<file path="src/logic/dgoc_pkg.sv">
// Package for the diagnostic and output command register bank
package dgoc_pkg;

  // ----------------------------------------------------------------
  // Read addresses of the diagnostic registers
  // ----------------------------------------------------------------
  localparam logic [3:0] ADDR_EVENT_KEYON   = 4'h0;
  localparam logic [3:0] ADDR_SUPPLY_SENSOR = 4'h3;
  localparam logic [3:0] ADDR_RESET_CAUSE   = 4'h7;
  localparam logic [3:0] ADDR_THERMAL_LINK  = 4'hb;
  localparam logic [3:0] ADDR_IGNITER       = 4'he;
  // Read that clears the event register instead of returning it
  localparam logic [3:0] ADDR_EVENT_CLEAR   = 4'h5;

  // ----------------------------------------------------------------
  // Command register selectors and reset values
  // ----------------------------------------------------------------
  localparam logic [1:0] SEL_CMD_ONE   = 2'h0;
  localparam logic [1:0] SEL_CMD_TWO   = 2'h1;
  localparam logic [1:0] SEL_CMD_THREE = 2'h2;
  localparam logic [7:0] CMD_RESET     = 8'h00;
  localparam logic       STEPPER_BRIDGE_RESET = 1'b1;

  // ----------------------------------------------------------------
  // Codes and field positions
  // ----------------------------------------------------------------
  localparam logic [1:0] IGN_SHORT_GND   = 2'h0;
  localparam logic [1:0] IGN_OPEN_LOAD   = 2'h1;
  localparam logic [1:0] IGN_SHORT_BAT   = 2'h2;
  localparam logic [1:0] IGN_HEALTHY     = 2'h3;
  localparam logic [1:0] SUP_OVERLOAD    = 2'h1;
  localparam logic [1:0] SUP_OVER_V_T    = 2'h2;
  localparam logic [1:0] SUP_HEALTHY     = 2'h3;
  localparam int         CMD2_UNUSED_BIT = 5;
  localparam int         CMD3_DIR_BIT    = 7;
  localparam int         CMD3_EN_BIT     = 6;

  // ----------------------------------------------------------------
  // Timing at 20 MHz
  // ----------------------------------------------------------------
  localparam int CLK_HZ         = 20000000;
  localparam int IO_UV_MS       = 225;
  localparam int SEO_INJ_MS     = 225;
  localparam int SEO_RELAY_MS   = 600;
  localparam int IO_UV_CYCLES   = IO_UV_MS * (CLK_HZ / 1000);
  localparam int SEO_INJ_CYC    = SEO_INJ_MS * (CLK_HZ / 1000);
  localparam int SEO_RELAY_CYC  = SEO_RELAY_MS * (CLK_HZ / 1000);

  // ----------------------------------------------------------------
  // Raw condition inputs from the analog side
  // ----------------------------------------------------------------
  typedef struct packed {
    logic [7:0] igniter_fault_code;
    logic       key_on_above;
    logic       relay_driver_overcurrent_off;
    logic       crank_sensor_diag_running;
    logic       crank_sensor_generic;
    logic       crank_fully_adaptive;
    logic [1:0] supply_a_overload_ovot;
    logic [1:0] supply_b_overload_ovot;
    logic       timing_monitor_reset;
    logic       main_outputs_fault;
    logic       configurable_outputs_fault;
    logic       short_undervolt_reset;
    logic       long_undervolt_event;
    logic       logic5v_overvoltage;
    logic       logic3v3_undervoltage;
    logic       battery_overvolt_shutdown;
    logic [3:0] overtemp;
    logic [3:0] can_errors;
    logic       frame_length_error;
    logic       frame_timeout_error;
    logic       io_supply_low;
    logic       watchdog_alarm;
    logic       filtered_key_on;
  } dgoc_cond_t;

  typedef enum logic [1:0] {
    SEO_IDLE  = 2'b00,
    SEO_COUNT = 2'b01,
    SEO_DONE  = 2'b10
  } dgoc_seo_t;

endpackage

</file>
<file path="src/logic/dgoc_regs.sv">
// Diagnostic status and output command register bank
`timescale 1ns/1ps
// What this block does
// - Four igniter 2-bit codes: 00 ground short, 01 open, 10 battery short, 11 ok.
// - Supply bit 6 shows relay driver off from earlier overcurrent.
// - Crank fault only in fully adaptive mode; separate diag-running bit.
// - Sensor supply codes 01 overload, 10 OV/OT, 11 ok; overload wins.
// - Separate reset-cause flags: timing monitor, short and long undervoltage.
// - Summary fault bits for main outputs/igniters and configurable outputs.
// - Flags for 5 V overvoltage, 3.3 V undervoltage, battery overvoltage shutdown.
// - Output inhibit blocks all outputs and their command data until start.
// - Inhibit not cleared by read; set by power-on, software and pin reset.
// - Four overtemperature flags in bits 7 to 4.
// - Long undervoltage event latched even when masked.
// - One CAN error bit for any of four transceiver errors.
// - Frame length error bit 1, stream time-out bit 0.
// - I/O undervoltage flag set after 225 ms continuous undervoltage.
// - Watchdog reset shown latched in bit 6 and live in bit 3.
// - Safe-off flags after 225 ms injectors and 600 ms relay outputs.
// - Safe-off only with power latch off; key off or watchdog event starts it.
// - Command registers loaded from data frames with selection bit zero.
// - Command bit one switches on; registers reset to zero.
// - Command one bits 7..0: inj1..4, out5, out20, out8, out19.
// - Command two: out15, out14, unused, then out9 and igniters 1..4.
// - Command three outputs 22,21,16,13,17,10,7,6; stepper uses bits 7 and 6.
// - Diagnostic fault bits clear when their register is read; event register bits clear only on the separate clear read.
// - Bridge select at reset one makes stepper bridges, zero single stages.
// - Stepper direction 0 forward, 1 back; enable 1 enables.
module dgoc_regs (
  input  wire logic                 mclk,
  input  wire logic                 reset,
  input  wire logic                 power_on_reset,
  input  wire logic                 software_reset_command,
  input  wire logic                 reset_pin,
  input  wire logic                 start_command,
  input  wire logic                 power_latch_config,
  input  wire logic                 stepper_bridge_wr,
  input  wire logic                 stepper_bridge_wdata,
  input  wire dgoc_pkg::dgoc_cond_t cond,
  input  wire logic                 rd_stb,
  input  wire logic [3:0]           rd_addr,
  output logic [7:0]                rd_data,
  input  wire logic                 frame_stb,
  input  wire logic [8:0]           frame_data,
  input  wire logic [1:0]           frame_sel,
  output logic [7:0]                output_on_command_one,
  output logic [7:0]                output_on_command_two,
  output logic [7:0]                output_on_command_three,
  output logic                      stepper_dir,
  output logic                      stepper_enable,
  output logic                      stepper_bridge_select,
  output logic                      output_inhibit
);

  // ----------------------------------------------------------------
  // Read decode
  // ----------------------------------------------------------------
  logic rd_event;
  logic rd_event_clr;
  logic rd_supply;
  logic rd_cause;
  logic rd_thermal;
  logic rd_ign;
  assign rd_event     = rd_stb && (rd_addr == dgoc_pkg::ADDR_EVENT_KEYON);
  assign rd_event_clr = rd_stb && (rd_addr == dgoc_pkg::ADDR_EVENT_CLEAR);
  assign rd_supply    = rd_stb && (rd_addr == dgoc_pkg::ADDR_SUPPLY_SENSOR);
  assign rd_cause     = rd_stb && (rd_addr == dgoc_pkg::ADDR_RESET_CAUSE);
  assign rd_thermal   = rd_stb && (rd_addr == dgoc_pkg::ADDR_THERMAL_LINK);
  assign rd_ign       = rd_stb && (rd_addr == dgoc_pkg::ADDR_IGNITER);

  // ----------------------------------------------------------------
  // Live condition encoding
  // ----------------------------------------------------------------
  logic [1:0] sup_a_code;
  logic [1:0] sup_b_code;
  logic       crank_fault_live;
  always_comb begin
    // Overload outranks OV/OT
    if (cond.supply_a_overload_ovot[0]) begin
      sup_a_code = dgoc_pkg::SUP_OVERLOAD;
    end else if (cond.supply_a_overload_ovot[1]) begin
      sup_a_code = dgoc_pkg::SUP_OVER_V_T;
    end else begin
      sup_a_code = dgoc_pkg::SUP_HEALTHY;
    end
    if (cond.supply_b_overload_ovot[0]) begin
      sup_b_code = dgoc_pkg::SUP_OVERLOAD;
    end else if (cond.supply_b_overload_ovot[1]) begin
      sup_b_code = dgoc_pkg::SUP_OVER_V_T;
    end else begin
      sup_b_code = dgoc_pkg::SUP_HEALTHY;
    end
  end
  assign crank_fault_live = cond.crank_sensor_generic && cond.crank_fully_adaptive;

  // ----------------------------------------------------------------
  // Igniter codes: latest fault code held until read
  // ----------------------------------------------------------------
  logic [7:0] ign_q;
  genvar gi;
  generate
    for (gi = 0; gi < 4; gi++) begin : g_ign
      logic [1:0] live;
      assign live = cond.igniter_fault_code[2*gi +: 2];
      always_ff @(posedge mclk) begin
        if (reset) begin
          ign_q[2*gi +: 2] <= dgoc_pkg::IGN_HEALTHY;
        end else if (live != dgoc_pkg::IGN_HEALTHY) begin
          ign_q[2*gi +: 2] <= live;
        end else if (rd_ign) begin
          ign_q[2*gi +: 2] <= dgoc_pkg::IGN_HEALTHY;
        end
      end
    end
  endgenerate

  // ----------------------------------------------------------------
  // Sticky fault flags: set wins over read clear
  // ----------------------------------------------------------------
  // Reset-cause register bits other than inhibit
  logic [6:0] cause_set;
  logic [6:0] cause_q;
  assign cause_set = {cond.timing_monitor_reset,
                      cond.main_outputs_fault,
                      cond.short_undervolt_reset,
                      cond.configurable_outputs_fault,
                      cond.logic5v_overvoltage,
                      cond.logic3v3_undervoltage,
                      cond.battery_overvolt_shutdown};
  logic [7:0] therm_set;
  logic [7:0] therm_q;
  assign therm_set = {cond.overtemp,
                      cond.long_undervolt_event,
                      |cond.can_errors,
                      cond.frame_length_error,
                      cond.frame_timeout_error};
  logic crank_q;

  genvar gc;
  generate
    for (gc = 0; gc < 7; gc++) begin : g_cause
      always_ff @(posedge mclk) begin
        if (reset) begin
          cause_q[gc] <= 1'b0;
        end else if (cause_set[gc]) begin
          cause_q[gc] <= 1'b1;
        end else if (rd_cause) begin
          cause_q[gc] <= 1'b0;
        end
      end
    end
    for (gc = 0; gc < 8; gc++) begin : g_therm
      always_ff @(posedge mclk) begin
        if (reset) begin
          therm_q[gc] <= 1'b0;
        end else if (therm_set[gc]) begin
          therm_q[gc] <= 1'b1;
        end else if (rd_thermal) begin
          therm_q[gc] <= 1'b0;
        end
      end
    end
  endgenerate

  // Sticky like the others; a supply register read clears it
  always_ff @(posedge mclk) begin
    if (reset) begin
      crank_q <= 1'b0;
    end else if (crank_fault_live) begin
      crank_q <= 1'b1;
    end else if (rd_supply) begin
      crank_q <= 1'b0;
    end
  end

  // ----------------------------------------------------------------
  // Output inhibit
  // ----------------------------------------------------------------
  always_ff @(posedge mclk) begin
    if (reset || power_on_reset || software_reset_command || reset_pin) begin
      output_inhibit <= 1'b1;
    end else if (start_command) begin
      output_inhibit <= 1'b0;
    end
  end

  // ----------------------------------------------------------------
  // I/O undervoltage qualifier
  // ----------------------------------------------------------------
  localparam logic [22:0] IO_UV_LIMIT = 23'(dgoc_pkg::IO_UV_CYCLES);
  // Saturates one past the limit so the set condition holds steadily
  logic [22:0] io_uv_cnt_q;
  logic        io_uv_q;
  always_ff @(posedge mclk) begin
    if (reset || !cond.io_supply_low) begin
      io_uv_cnt_q <= '0;
    end else if (io_uv_cnt_q <= IO_UV_LIMIT) begin
      io_uv_cnt_q <= io_uv_cnt_q + 23'h000001;
    end
  end

  // ----------------------------------------------------------------
  // Safe engine off sequencing
  // ----------------------------------------------------------------
  // Counts span millions of cycles, out of reach of short test runs
  localparam logic [23:0] SEO_INJ_LIMIT   = 24'(dgoc_pkg::SEO_INJ_CYC);
  localparam logic [23:0] SEO_RELAY_LIMIT = 24'(dgoc_pkg::SEO_RELAY_CYC);
  dgoc_pkg::dgoc_seo_t seo_state_q;
  logic [23:0]         seo_cnt_q;
  logic                seo_inj_q;
  logic                seo_relay_q;
  logic                wdg_latched_q;
  logic                wdg_prev_q;
  logic                wdg_rise;
  logic                seo_trigger;
  assign wdg_rise    = cond.watchdog_alarm && !wdg_prev_q;
  // Only with power latch disabled; watchdog overrides a high key
  assign seo_trigger = !power_latch_config && (!cond.filtered_key_on || wdg_rise);

  always_ff @(posedge mclk) begin
    if (reset) begin
      seo_state_q <= dgoc_pkg::SEO_IDLE;
      seo_cnt_q   <= '0;
    end else begin
      case (seo_state_q)
        dgoc_pkg::SEO_IDLE: begin
          seo_cnt_q <= '0;
          if (seo_trigger) begin
            seo_state_q <= dgoc_pkg::SEO_COUNT;
          end
        end
        dgoc_pkg::SEO_COUNT: begin
          seo_cnt_q <= seo_cnt_q + 24'h000001;
          if (power_latch_config) begin
            seo_state_q <= dgoc_pkg::SEO_IDLE;
          end else if (seo_cnt_q >= SEO_RELAY_LIMIT) begin
            seo_state_q <= dgoc_pkg::SEO_DONE;
          end
        end
        dgoc_pkg::SEO_DONE: begin
          // Rearm when key returns without a pending watchdog
          if (cond.filtered_key_on && !cond.watchdog_alarm) begin
            seo_state_q <= dgoc_pkg::SEO_IDLE;
          end
        end
        default: begin
          seo_state_q <= dgoc_pkg::SEO_IDLE;
        end
      endcase
    end
  end

  // Event register: cleared only by the separate clear read
  always_ff @(posedge mclk) begin
    if (reset) begin
      io_uv_q       <= 1'b0;
      seo_inj_q     <= 1'b0;
      seo_relay_q   <= 1'b0;
      wdg_latched_q <= 1'b0;
      wdg_prev_q    <= 1'b0;
    end else begin
      wdg_prev_q <= cond.watchdog_alarm;
      if (io_uv_cnt_q > IO_UV_LIMIT) begin
        io_uv_q <= 1'b1;
      end else if (rd_event_clr) begin
        io_uv_q <= 1'b0;
      end
      if (wdg_rise) begin
        wdg_latched_q <= 1'b1;
      end else if (rd_event_clr) begin
        wdg_latched_q <= 1'b0;
      end
      if (seo_state_q == dgoc_pkg::SEO_COUNT && seo_cnt_q == SEO_INJ_LIMIT) begin
        seo_inj_q <= 1'b1;
      end else if (rd_event_clr) begin
        seo_inj_q <= 1'b0;
      end
      if (seo_state_q == dgoc_pkg::SEO_COUNT && seo_cnt_q == SEO_RELAY_LIMIT) begin
        seo_relay_q <= 1'b1;
      end else if (rd_event_clr) begin
        seo_relay_q <= 1'b0;
      end
    end
  end

  // ----------------------------------------------------------------
  // Read data mux
  // ----------------------------------------------------------------
  always_ff @(posedge mclk) begin
    if (reset) begin
      rd_data <= 8'h00;
    end else if (rd_stb) begin
      case (rd_addr)
        dgoc_pkg::ADDR_EVENT_KEYON: begin
          rd_data <= {io_uv_q, wdg_latched_q, seo_inj_q, seo_relay_q,
                      cond.watchdog_alarm, 2'b00, cond.filtered_key_on};
        end
        dgoc_pkg::ADDR_SUPPLY_SENSOR: begin
          rd_data <= {cond.key_on_above, cond.relay_driver_overcurrent_off,
                      cond.crank_sensor_diag_running, crank_q, sup_b_code, sup_a_code};
        end
        dgoc_pkg::ADDR_RESET_CAUSE: begin
          // Inhibit sits in bit 1 and is never cleared by reads
          rd_data <= {cause_q[6:1], output_inhibit, cause_q[0]};
        end
        dgoc_pkg::ADDR_THERMAL_LINK: begin
          rd_data <= therm_q;
        end
        dgoc_pkg::ADDR_IGNITER: begin
          rd_data <= ign_q;
        end
        default: begin
          rd_data <= 8'h00;
        end
      endcase
    end
  end

  // ----------------------------------------------------------------
  // Command registers from downstream data frames
  // ----------------------------------------------------------------
  logic       frame_ok;
  logic [7:0] frame_payload;
  // Bit 0 arrives first and must be 0 for a data frame
  assign frame_ok      = frame_stb && !frame_data[0];
  assign frame_payload = frame_data[8:1];

  always_ff @(posedge mclk) begin
    if (reset || power_on_reset || software_reset_command || reset_pin) begin
      output_on_command_one   <= dgoc_pkg::CMD_RESET;
      output_on_command_two   <= dgoc_pkg::CMD_RESET;
      output_on_command_three <= dgoc_pkg::CMD_RESET;
    end else if (output_inhibit) begin
      // Data for the stages is dropped while inhibited
      output_on_command_one   <= dgoc_pkg::CMD_RESET;
      output_on_command_two   <= dgoc_pkg::CMD_RESET;
      output_on_command_three <= dgoc_pkg::CMD_RESET;
    end else if (frame_ok) begin
      case (frame_sel)
        dgoc_pkg::SEL_CMD_ONE: begin
          output_on_command_one <= frame_payload;
        end
        dgoc_pkg::SEL_CMD_TWO: begin
          output_on_command_two <= frame_payload;
          output_on_command_two[dgoc_pkg::CMD2_UNUSED_BIT] <= 1'b0;
        end
        dgoc_pkg::SEL_CMD_THREE: begin
          output_on_command_three <= frame_payload;
        end
        default: begin
          output_on_command_one <= output_on_command_one;
        end
      endcase
    end
  end

  always_ff @(posedge mclk) begin
    if (reset) begin
      stepper_bridge_select <= dgoc_pkg::STEPPER_BRIDGE_RESET;
    end else if (stepper_bridge_wr) begin
      stepper_bridge_select <= stepper_bridge_wdata;
    end
  end

  // Bits 7 and 6 of command three double as stepper controls
  assign stepper_dir    = stepper_bridge_select &&
                          output_on_command_three[dgoc_pkg::CMD3_DIR_BIT];
  assign stepper_enable = stepper_bridge_select &&
                          output_on_command_three[dgoc_pkg::CMD3_EN_BIT];

endmodule

</file>
<file path="config.mk">
export PLATFORM = sky130hd
export DESIGN_NAME = dgoc_regs
export DESIGN_NICKNAME = d
export VERILOG_FILES = /design/src/logic/dgoc_pkg.sv /design/src/logic/dgoc_regs.sv
export SDC_FILE = /design/constraint.sdc
export NUM_CORES = 1
export LEC_CHECK = 0
export CORE_ASPECT_RATIO = 0.5
export CORE_UTILIZATION = 60
export DETAILED_ROUTE_END_ITERATION = 6
export DONT_BUFFER_PORTS = 1
export GPL_TIMING_DRIVEN = 1
export PLACE_DENSITY = 0.78
export SETUP_SLACK_MARGIN = 0.3
export SKIP_LAST_GASP = 1
export SLEW_MARGIN = 5
export SYNTH_ARGS = -nofsm -noshare
export SYNTH_HDL_FRONTEND = slang
export SYNTH_SLANG_ARGS = --single-unit
</file>
<file path="constraint.sdc">
create_clock -name mclk -period 3.3 [get_ports mclk]
set_clock_uncertainty 0.1 [all_clocks]
set_input_delay 0.825 -clock mclk [delete_from_list [all_inputs] [get_ports mclk]]
set_output_delay 0.825 -clock mclk [all_outputs]
set_load 0.01 [all_outputs]
</file>
# Word-level counts from Yosys, hierarchy flattened
# Index checks and enable logic that the tools add are counted.
# op_classes
n_addsub	2
n_lt_le_gt_ge	3
eq_ne	18
mux	40
reduce_logical	59
# op_table
operator	count
$reduce_bool A2 Y1	25
$pmux W24 S2	1
$pmux W8 S5	1
$mux W1	26
$add A24 B1 Y24 const B	1
$eq A24 B23 Y1 const B	1
$eq A24 B24 Y1 const B	1
$ge A24 B24 Y1 const B	1
$add A23 B1 Y23 const B	1
$gt A23 B23 Y1 const B	1
$le A23 B23 Y1 const B	1
$mux W2	11
$logic_and A1 B1 Y1	14
$ne A2 B2 Y1 const B	6
$eq A4 B3 Y1 const B	2
$eq A4 B4 Y1 const B	2
$logic_not A1 Y1	6
$pmux W2 S3	1
$reduce_and A2 Y1	3
$logic_or A1 B1 Y1	5
$eq A2 B1 Y1 const B	2
$eq A2 B2 Y1 const B	2
$eq A4 B2 Y1 const B	1
$logic_not A2 Y1	2
other kinds (5)	5
# word_totals
register_bits	111
in_bits	64
elab_cells	156

# Longest topological paths before layout
# Gate-level depths: netlist (run 1).
# depth
depth_word	6
ltp_mapped	8

# Worst setup path before layout (run 1)
# No wires, ideal clock.
# synth_path
path_type	input -> register
startpoint	input port rd_addr[3]
endpoint	register rd_data[3]
setup_time_ps	71
arrival_ps	1983
required_ps	3129
path_slack_ps	1146
stages	8
path_cell_list	clkbuf_1 or3_1 a21oi_1 a21oi_1 nor2b_1 clkbuf_1 o21ai_0 a21oi_1
# synth_via
elab_chain_len	2
# synth_rtl
item	line_no	source
start, declared	dgoc_regs.sv:41	input wire logic [3:0] rd_addr,
$eq A4 B4 Y1, or another cell as far along	dgoc_regs.sv:293	case (rd_addr)
$pmux W8 S5 (*)	dgoc_regs.sv:293	
end signal, assigned	dgoc_regs.sv:295	rd_data <= {io_uv_q, wdg_latched_q, seo_inj_q, seo_relay_q,
end signal, assigned	dgoc_regs.sv:299	rd_data <= {cond.key_on_above, cond.relay_driver_overcurrent_off,
end signal, assigned	dgoc_regs.sv:304	rd_data <= {cause_q[6:1], output_inhibit, cause_q[0]};
end, declared	dgoc_regs.sv:42	output logic [7:0] rd_data,
# Mark *: on every way between the ends. The rest lies on a longest branch, timed or not.
# A chain may end at the register's enable or synchronous reset.

# Final worst setup path (run 1)
# layout_path
startpoint	register io_uv_cnt_q[5]
endpoint	register io_uv_cnt_q[20]
# layout_via
elab_chain_len	1
# layout_rtl
item	line_no	source
start, declared	dgoc_regs.sv:192	logic [22:0] io_uv_cnt_q;
start signal, assigned	dgoc_regs.sv:198	io_uv_cnt_q <= io_uv_cnt_q + 23'h000001;
$add A23 B1 Y23 / $le A23 B23 Y1 (equally long branches)	dgoc_regs.sv:198, dgoc_regs.sv:197	
# Several ways; a longest one is shown, not always the timed one.

==> results of run 1 <==
## final timing paths
check	start	end	slack [ns]	depth (start not counted)
hold / removal	therm_q[2]	therm_q[2]	0.36	2
setup reg to reg	io_uv_cnt_q[5]	io_uv_cnt_q[20]	1.10	6
hold reg to reg	therm_q[2]	therm_q[2]	0.36	2
setup / recovery	io_uv_cnt_q[5]	io_uv_cnt_q[20]	1.10	6
## routing by layer
| layer | vias up | track usage (%) | share of wire, % |
|---|---|---|---|
| met5 | - | 0 | 0 |
| met4 | 0 | 10.8 | 2.0 |
| met3 | 19 | 7.91 | 5.4 |
| met2 | 65 | 44.8 | 48 |
| met1 | 1922 | 29.4 | 45 |
| li1 | 2061 | - | - |
## report_power, final
| part | internal [W] | switching, W |
|---|---|---|
| clock network | 0.000530 | 0.000527 |
| registers | 0.00137 | 0.0000184 |
| logic | 0.0000487 | 0.0000500 |
## worst max-delay path, delay by kind of cell, from the launching register on
family | cells | cell delay (ns)
AO/OA/AOI/OAI | 1 | 0.24
flip-flops | 1 | 0.47
AND/OR/NAND/NOR | 4 | 1.14
XOR/XNOR | 1 | 0.15
## metrics by stage
step / total power (W) / cells / util [%] / cell area, sq um / setup slack, ns
after floorplan: 0.00150 / 590 / - / 5090 / 1.15
after global placement: 0.00151 / 681 / 63.8 / 5180 / 1.04
after detailed placement: 0.00151 / 681 / 63.8 / 5180 / 0.962
after CTS: 0.00256 / 697 / 67.4 / 5470 / 1.07
after global routing: 0.00262 / 697 / 67.4 / 5470 / 0.847
final: 0.00254 / 697 / 67.4 / 5470 / 1.10
## layout make-up
cell class              count  area (sq um)  area share (%)
repair buffers              6          45.0           0.824
flip-flops and latches    111          2220            40.7
inverters                   8          30.0           0.549
clock buffers               9           225            4.12
clock inverters             7          61.3            1.12
well taps                 112           140            2.56
multi-input cells         444          2740            50.2
## kinds of logic (layout without fill, tap and decap cells)
logic type | Yosys count | after routing | share of synthesized area, %
other | 1 | 1 | 0.0737
buffers and inverters | 35 | 30 | 2.68
XOR/XNOR | 36 | 36 | 6.20
AND/OR/NAND/NOR | 268 | 268 | 27.8
adder cells (fa/ha/maj) | 4 | 4 | 0.984
multiplexers | 22 | 22 | 4.35
AO/OA/AOI/OAI | 113 | 113 | 14.3
flip-flops | 111 | 111 | 43.7
## registers in the layout (all words and copies together), names as in the netlist, 2 cells and up
name / count
seo_cnt_q: 24
io_uv_cnt_q: 23
ign_q: 8
output_on_command_one: 8
output_on_command_three: 8
rd_data: 8
therm_q: 8
cause_q: 7
output_on_command_two: 7
seo_state_q: 2
## synth_stat cells, types with 5 or more instances
cell type,instances
dfxtp_1,111
nor2_1,95
a21oi_1,61
nand2_1,47
xnor2_1,26
clkbuf_1,24
mux2i_1,21
nand4_1,18
nand3_1,14
nor2b_1,14
a22oi_1,11
nand3b_1,11
and3_1,10
nor3_1,10
o21ai_0,10
xor2_1,10
nand2b_1,9
a21o_1,8
inv_1,8
nor4_1,7
and2_1,5
==> impl_metrics.tcl, run 1 <==
set metrics [dict create \
    status "finished clean" \
    cts_tree "built" \
    postCtsSetupBuffers 0 \
    final.setup.tns_ns 0 \
    critical_path.max_fanout 7 \
    crit_top_cell "nand4_1" \
    cp_cell_sequence "nand4_1 -> nor3_1 -> nand4_1 -> a21oi_1 -> xnor2_1 -> nor2_1" \
    root_buffer "clkbuf_16" \
    netlist_area_sq_mm 0.00509 \
    crit_type "reg -> reg" \
    holdBufCountCts 0 \
    avgViaCountPerCell 5.84 \
    finalHoldViolCount 0 \
    die_x_microns 132 \
    synth.net_count 658 \
    grt_pass1_vias 3703 \
    power.leakage_nw 1.83 \
    h-tree-depth 3 \
    clock_path_buffers 2 \
    grt_max_degree 46 \
    grt_usage_pct 25.4 \
    antenna_found_initial 0 \
    drive_above_1_share_pct 6.84 \
    drt_iter0_drc 222 \
    cts.sinks 111 \
    layout_commonest_cell "dfxtp_1" \
    ys_seq_area_share_pct 43.7 \
    power-per-cell-area_mw_per_mm2 465 \
    firstDrtPassIters 4 \
    ant_nets 0 \
    vias 4067 \
    dieArea_sq_mm 0.00888 \
    cpPeakStageDelay_ns 0.64 \
    routedWlPerCell_microns 15.8 \
    ys_seq_elements 111 \
    drt-total-wl_microns 11000 \
    die_h_microns 67.1 \
    dpl.hpwl_microns 7980 \
    min_period_ns 2.20 \
    path_clk_slew_ns 0.08 \
    hold_slack_ns 0.365 \
    setup_viol 0 \
    synth_top_area_share_pct 43.7 \
    grt_remaining_overflow 0 \
    worst_slew_pin_slew_ns 0.746 \
    ys_warn_count 0 \
    final_max_slew_viol_count 0 \
    insertion_delay_ns 0.36 \
    cts_resized 0 \
    cp.arrival_ns 2.35 \
    critPathSlowestCell "nor3_1" \
    synth-edff-count 0 \
    min_period_over_period_pct 66.5 \
    synth_flop_cell "dfxtp_1" \
    rows 23 \
    syn_to_final_growth_pct 7.43 \
    cts_inserted_buffers 9 \
    netlist_instances 590 \
    layout_common_cells "111 x dfxtp_1, 95 x nor2_1, 61 x a21oi_1, 47 x nand2_1, 26 x xnor2_1" \
    routabilityCongestion 0.897 \
    num-nets-final 648 \
    port-buffer-count 0 \
    io_pins 100 \
    fp.coreArea_sq_mm 0.00812 \
    max_slew_margin_pct 49.9 \
    rsz0062_at_grt "false" \
    async_flop_share_pct 0 \
    endpoint_kind "register" \
    synth_area_leaders "dfxtp_1 44%, nor2_1 7.0%, a21oi_1 6.0%, xnor2_1 4.5%, mux2i_1 4.1%" \
    syn_avg_cell_area_sq_um 8.62 \
    cap_violations 0 \
    required_ns 3.46 \
    drc_errors 0 \
    post-synth-top-area-cell "dfxtp_1" \
    synthDistinctLibCells 61 \
    peakVddDrop_mv 0.307 \
    antenna_cells 0 \
    start_util_pct 62.7 \
    min_path_type "reg -> reg" \
    fmax_ghz 0.455 \
    startpoint_type "register" \
    grt_pass1_wl_microns 17500 \
    nFillCells 679 \
]
(Power assumes the default switching activity.)
==> inputs of run 2 (changes only) <==
--- a/config.mk
+++ b/config.mk
@@ -6,11 +6,11 @@
 export NUM_CORES = 1
 export LEC_CHECK = 0
 export CORE_ASPECT_RATIO = 0.5
-export CORE_UTILIZATION = 60
+export CORE_UTILIZATION = 57
 export DETAILED_ROUTE_END_ITERATION = 6
 export DONT_BUFFER_PORTS = 1
 export GPL_TIMING_DRIVEN = 1
-export PLACE_DENSITY = 0.78
+export PLACE_DENSITY = 0.77
 export SETUP_SLACK_MARGIN = 0.3
 export SKIP_LAST_GASP = 1
 export SLEW_MARGIN = 5
==> constraint.sdc (replaced) <==
create_clock -name mclk -period 1.8 [get_ports mclk]
set_clock_uncertainty 0.1 [all_clocks]
set_input_delay 0.45 -clock mclk [delete_from_list [all_inputs] [get_ports mclk]]
set_output_delay 0.45 -clock mclk [all_outputs]
set_load 0.01 [all_outputs]
==> run 2 against run 1 <==
Effect of this change:
- the run now ends with setup timing left
- first-iteration DRC count rose by 14%
- power grew 90%
- critical path type unchanged
- die area is 5.1% higher
==> impl_metrics.tcl, run 2 (same netlist as run 1, synthesis figures left out) <==
set metrics [dict create \
    status "finished with violations" \
    violations "setup timing" \
    path_clk_slew_ns 0.08 \
    die_x_microns 136 \
    crit_buf_inv 1 \
    root_buffer "clkbuf_16" \
    die_h_microns 68.8 \
    setup_viol 24 \
    dpl.cell_count 720 \
    antenna_found_initial 0 \
    num-nets-final 728 \
    holdBufCountCts 0 \
    antenna_cells 0 \
    dpl.hpwl_microns 8440 \
    largest_register_ffs 24 \
    power-per-cell-area_mw_per_mm2 733 \
    seq_area_sq_mm 0.00226 \
    dieArea_sq_mm 0.00933 \
    drt-total-wl_microns 13700 \
    cp_cell_sequence "or4_4 -> o221ai_4 -> buf_4 -> nand4_4 -> a211oi_2 -> xnor2_1 -> nor2_1" \
    placedInstanceArea_sq_mm 0.00564 \
    avgViaCountPerCell 5.92 \
    min_period_over_period_pct 113 \
    rows 23 \
    critPathSlowestCell "or4_4" \
    insertion_delay_ns 0.36 \
    h-tree-depth 3 \
    multiInputGateArea_sq_mm 0.00314 \
    grt_pass1_vias 4317 \
    min_path_type "in -> reg" \
    routabilityCongestion 0.836 \
    ant_nets 0 \
    power.leakage_nw 2.43 \
    clock_path_buffers 2 \
    power_w 0.00483 \
    endpoint_kind "register" \
    peakVddDrop_mv 0.509 \
    cpPeakStageDelay_ns 0.54 \
    top_regs "seo_cnt_q: 24 flops, io_uv_cnt_q: 23 flops" \
    cap_violations 0 \
    min_period_ns 2.04 \
    nFillCells 546 \
    grt_pass1_wl_microns 20200 \
    largest_register "seo_cnt_q" \
    required_ns 1.95 \
    drc_errors 0 \
    cp.arrival_ns 2.18 \
    fmax_ghz 0.491 \
    routedWlPerCell_microns 17.6 \
    crit_type "reg -> reg" \
    cts_inserted_buffers 9 \
    fp.coreArea_sq_mm 0.00832 \
    grt_usage_pct 27.9 \
    port-buffer-count 0 \
    cts.sinks 111 \
    start_util_pct 61.2 \
    finalHoldViolCount 0 \
    grt_remaining_overflow 0 \
    vias 4602 \
    grt_max_degree 46 \
    critPathTopFamily "simple AND/OR/NAND/NOR gates" \
    rsz0062_at_grt "true" \
    final_max_slew_viol_count 0 \
    drt_iter0_drc 254 \
    layout_common_cells "93 x nor2_1, 93 x dfxtp_1, 70 x buf_4, 45 x a21oi_1, 44 x nand2_1" \
    drive_above_1_share_pct 29.5 \
    io_pins 100 \
    final_area_sq_mm 0.00659 \
    startpoint_type "register" \
    firstDrtPassIters 5 \
    instances_no_fill 777 \
    setup_ws_ns -0.237 \
    syn_to_final_growth_pct 29.5 \
    cts_tree "built" \
    critical_path.max_fanout 5 \
]
run 2: cell types whose count changed in the layout (fill, tap and decap cells not counted), sizes merged:
cell	previous run	this run
nand4	20	21
inv	13	12
buf	6	85
bufinv	0	1
run 2: worst paths after layout:
path	from	end	slack (ns)	depth (start not counted)
setup / recovery	io_uv_cnt_q[8]	io_uv_cnt_q[21]	-0.24	7
hold / removal	reset	therm_q[1]	0.06	1
setup reg to reg	io_uv_cnt_q[8]	io_uv_cnt_q[21]	-0.24	7
hold reg to reg	therm_q[2]	therm_q[2]	0.35	2
run 2: metal layers:
layer	up-vias	wire [microns]	global-route usage, %
met5	-	0	0
met4	0	332	9.55
met3	31	746	7.46
met2	151	6980	49.9
met1	2198	5620	33.0
li1	2222	-	-
run 2: cell type report:
cell class / count / share of cell area, %
Clock inverter: 7 / 1.31
Tap cell: 112 / 2.13
Clock buffer: 9 / 3.42
Multi-Input combinational cell: 445 / 47.7
Inverter: 8 / 0.494
Sequential cell: 111 / 34.3
Timing Repair Buffer: 85 / 10.7
run 2: where the power goes:
| group | switching [W] | internal (W) | total [W] |
|---|---|---|---|
| combinational | 0.000106 | 0.000110 | 0.000216 |
| clock | 0.000976 | 0.00111 | 0.00209 |
| sequential | 0.0000308 | 0.00249 | 0.00252 |
run 2: what timing repair did:
action	in CTS	in global routing
buffers inserted	26	14
endpoints found under the hold margin	0	0
endpoints found under the setup margin	41	49
pin swaps	29	33
resized for setup	46	36
cloned	1	0
run 2: worst reg2reg max path: cells and delay by family (launching register included):
kind	cells	cell delay, ns
compound gates	2	0.46
buf+inv	1	0.17
flops	1	0.32
xor+xnor	1	0.14
simple gates	3	0.73
run 2: through the flow:
stage / worst slack (ns) / util, % / hold slack, ns / TNS [ns]
6_report: -0.237 / 79.2 / 0.0618 / -3.85
5_1_grt: -0.338 / 79.2 / 0.0531 / -6.20
4_1_cts: -0.208 / 76.2 / 0.0499 / -3.36
3_5_place_dp: -0.250 / 67.8 / 0.343 / -3.22
3_3_place_gp: -0.216 / 67.8 / 0.342 / -2.53
2_1_floorplan: -0.189 / - / 0.336 / -2.00
==> inputs of run 3 (changes only) <==
--- a/config.mk
+++ b/config.mk
@@ -11,7 +11,6 @@
 export DONT_BUFFER_PORTS = 1
 export GPL_TIMING_DRIVEN = 1
 export PLACE_DENSITY = 0.77
-export SETUP_SLACK_MARGIN = 0.3
 export SKIP_LAST_GASP = 1
 export SLEW_MARGIN = 5
 export SYNTH_ARGS = -nofsm -noshare
==> run 3 against run 2 <==
Effect of this change:
- the flow still finishes with violations (setup timing)
- global-route usage shrank 0.73 points
- maximum frequency shrank 4.4%
- critical path depth grew 1
- die area is the same
- power grew 2.9%
- sequential share of layout area grew 2.4 points
- non-clock buffer count shrank 21
- largest cell class unchanged
- highest routed layer unchanged
==> impl_metrics.tcl, run 3 (same netlist as run 1, synthesis figures left out) <==
set metrics [dict create \
    routedWlPerCell_microns 16.1 \
    instances_no_fill 755 \
    io_pins 100 \
    insertion_delay_ns 0.36 \
    grt_pass1_vias 4012 \
    final_max_slew_viol_count 0 \
    startpoint_type "register" \
    required_ns 1.95 \
    routabilityCongestion 0.850 \
    antenna_found_initial 0 \
    root_buffer "clkbuf_16" \
    fp.coreArea_sq_mm 0.00832 \
    rsz0062_at_grt "true" \
    p_sw_share_pct 22.4 \
    p_switching_w 0.00111 \
    vias 4304 \
    grt_usage_pct 27.1 \
    grt_remaining_overflow 0 \
    drive_above_1_share_pct 18.7 \
    peakVddDrop_mv 0.519 \
    drc_errors 0 \
    grt_util_met3_pct 7.46 \
    top_regs "seo_cnt_q: 24 flops, io_uv_cnt_q: 23 flops" \
    layout_commonest_cell "dfxtp_1" \
    ant_nets 0 \
    cp.arrival_ns 2.29 \
    die_x_microns 136 \
    clock_path_buffers 2 \
    setup_ws_ns -0.330 \
    antenna_cells 0 \
    cap_violations 0 \
    start_util_pct 61.2 \
    port-buffer-count 0 \
    p_int_w 0.00386 \
    path_clk_slew_ns 0.08 \
    critical_path.max_fanout 3 \
    dpl.hpwl_microns 8540 \
    drt_iter0_drc 257 \
    final.setup.tns_ns -5.69 \
    power.leakage_nw 2.17 \
    grt_pass1_wl_microns 19400 \
    drt-total-wl_microns 12100 \
    min_period_over_period_pct 118 \
    final_area_sq_mm 0.00607 \
    placedInstanceArea_sq_mm 0.00560 \
    syn_to_final_growth_pct 19.2 \
    dpl.cell_count 731 \
    largest_register "seo_cnt_q" \
    setup_viol 24 \
    largest_register_ffs 24 \
    avgViaCountPerCell 5.70 \
    h-tree-depth 3 \
    crit_type "reg -> reg" \
    cts_inserted_buffers 9 \
    comb_power_share_pct 3.9 \
    holdBufCountCts 0 \
    grt-busiest-layer "met2" \
    endpoint_kind "register" \
    cts_tree "built" \
    nFillCells 625 \
    dieArea_sq_mm 0.00933 \
    min_path_type "in -> reg" \
    cts.sinks 111 \
    firstDrtPassIters 5 \
    seq_power_share_pct 51.0 \
    globalRouteMet2Util_pct 47.8 \
    num-nets-final 706 \
    dp_worst_setup_slack_ns -0.276 \
    ff2ff_setup_slack_ns -0.33 \
    use_met1_pct 32.3 \
    die_h_microns 68.8 \
    violations "setup timing" \
    reg2reg_depth 8 \
    clkPwrFrac_pct 45.0 \
    hold_depth 1 \
    finalHoldViolCount 0 \
    fmax_ghz 0.469 \
    layout_common_cells "107 x dfxtp_1, 95 x nor2_1, 62 x buf_4, 54 x a21oi_1, 46 x nand2_1" \
    min_period_ns 2.13 \
    status "finished with violations" \
    grt_max_degree 46 \
    power-per-cell-area_mw_per_mm2 819 \
    rows 23 \
]
-- run 3: power by group through the flow --
stage	clock network (W)	logic, W	registers, W
floorplan	0	0.000176	0.00258
global placement	0	0.000190	0.00259
detailed placement	0	0.000195	0.00259
CTS	0.00226	0.000197	0.00254
global route	0.00236	0.000218	0.00254
finish	0.00224	0.000196	0.00254
-- run 3: path summary, 6_finish.rpt --
check | startpoint | endpoint
max | io_uv_cnt_q[8] | io_uv_cnt_q[2]
min reg2reg | wdg_latched_q | wdg_latched_q
max reg2reg | io_uv_cnt_q[8] | io_uv_cnt_q[2]
min | reset | cause_q[6]
-- run 3: layer usage --
| metal | wire length, microns | vias up |
|---|---|---|
| met2 | 5770 | 107 |
| met3 | 709 | 17 |
| li1 | - | 2170 |
| met5 | 0 | - |
| met1 | 5450 | 2010 |
| met4 | 201 | 0 |
-- run 3: critical path, cell delays in order (launching register included) --
cell	delay (ns)
dfxtp_2	0.32
or4_4	0.55
o221ai_4	0.26
buf_4	0.17
buf_4	0.10
nand3_2	0.11
a21boi_2	0.22
xnor2_1	0.15
nor2_1	0.05
-- run 3: repair_timing --
item,4_1_cts,5_1_grt
resized for setup,3,11
setup endpoints to repair,24,34
pin swaps,6,7
hold endpoints to repair,0,0
setup buffers,5,3
-- run 3: layout make-up --
class                   instances  area, sq um  share of cell area (%)
multi-input cells             444         2830                    46.7
inverters                       8         30.0                   0.495
well taps                     112          140                    2.31
clock inverters                 7          116                    1.92
clock buffers                   9          225                    3.71
repair buffers                 64          497                    8.19
flip-flops and latches        111         2230                    36.7
-- run 3: per-stage QoR --
stage               utilization (%)  hold slack [ns]  total power, W
detailed placement             67.4            0.347         0.00279
floorplan                         -            0.336         0.00276
global placement               67.4            0.347         0.00278
finish                         73.0           0.0500         0.00497
global route                   73.0           0.0364         0.00512
CTS                            72.1           0.0447         0.00499
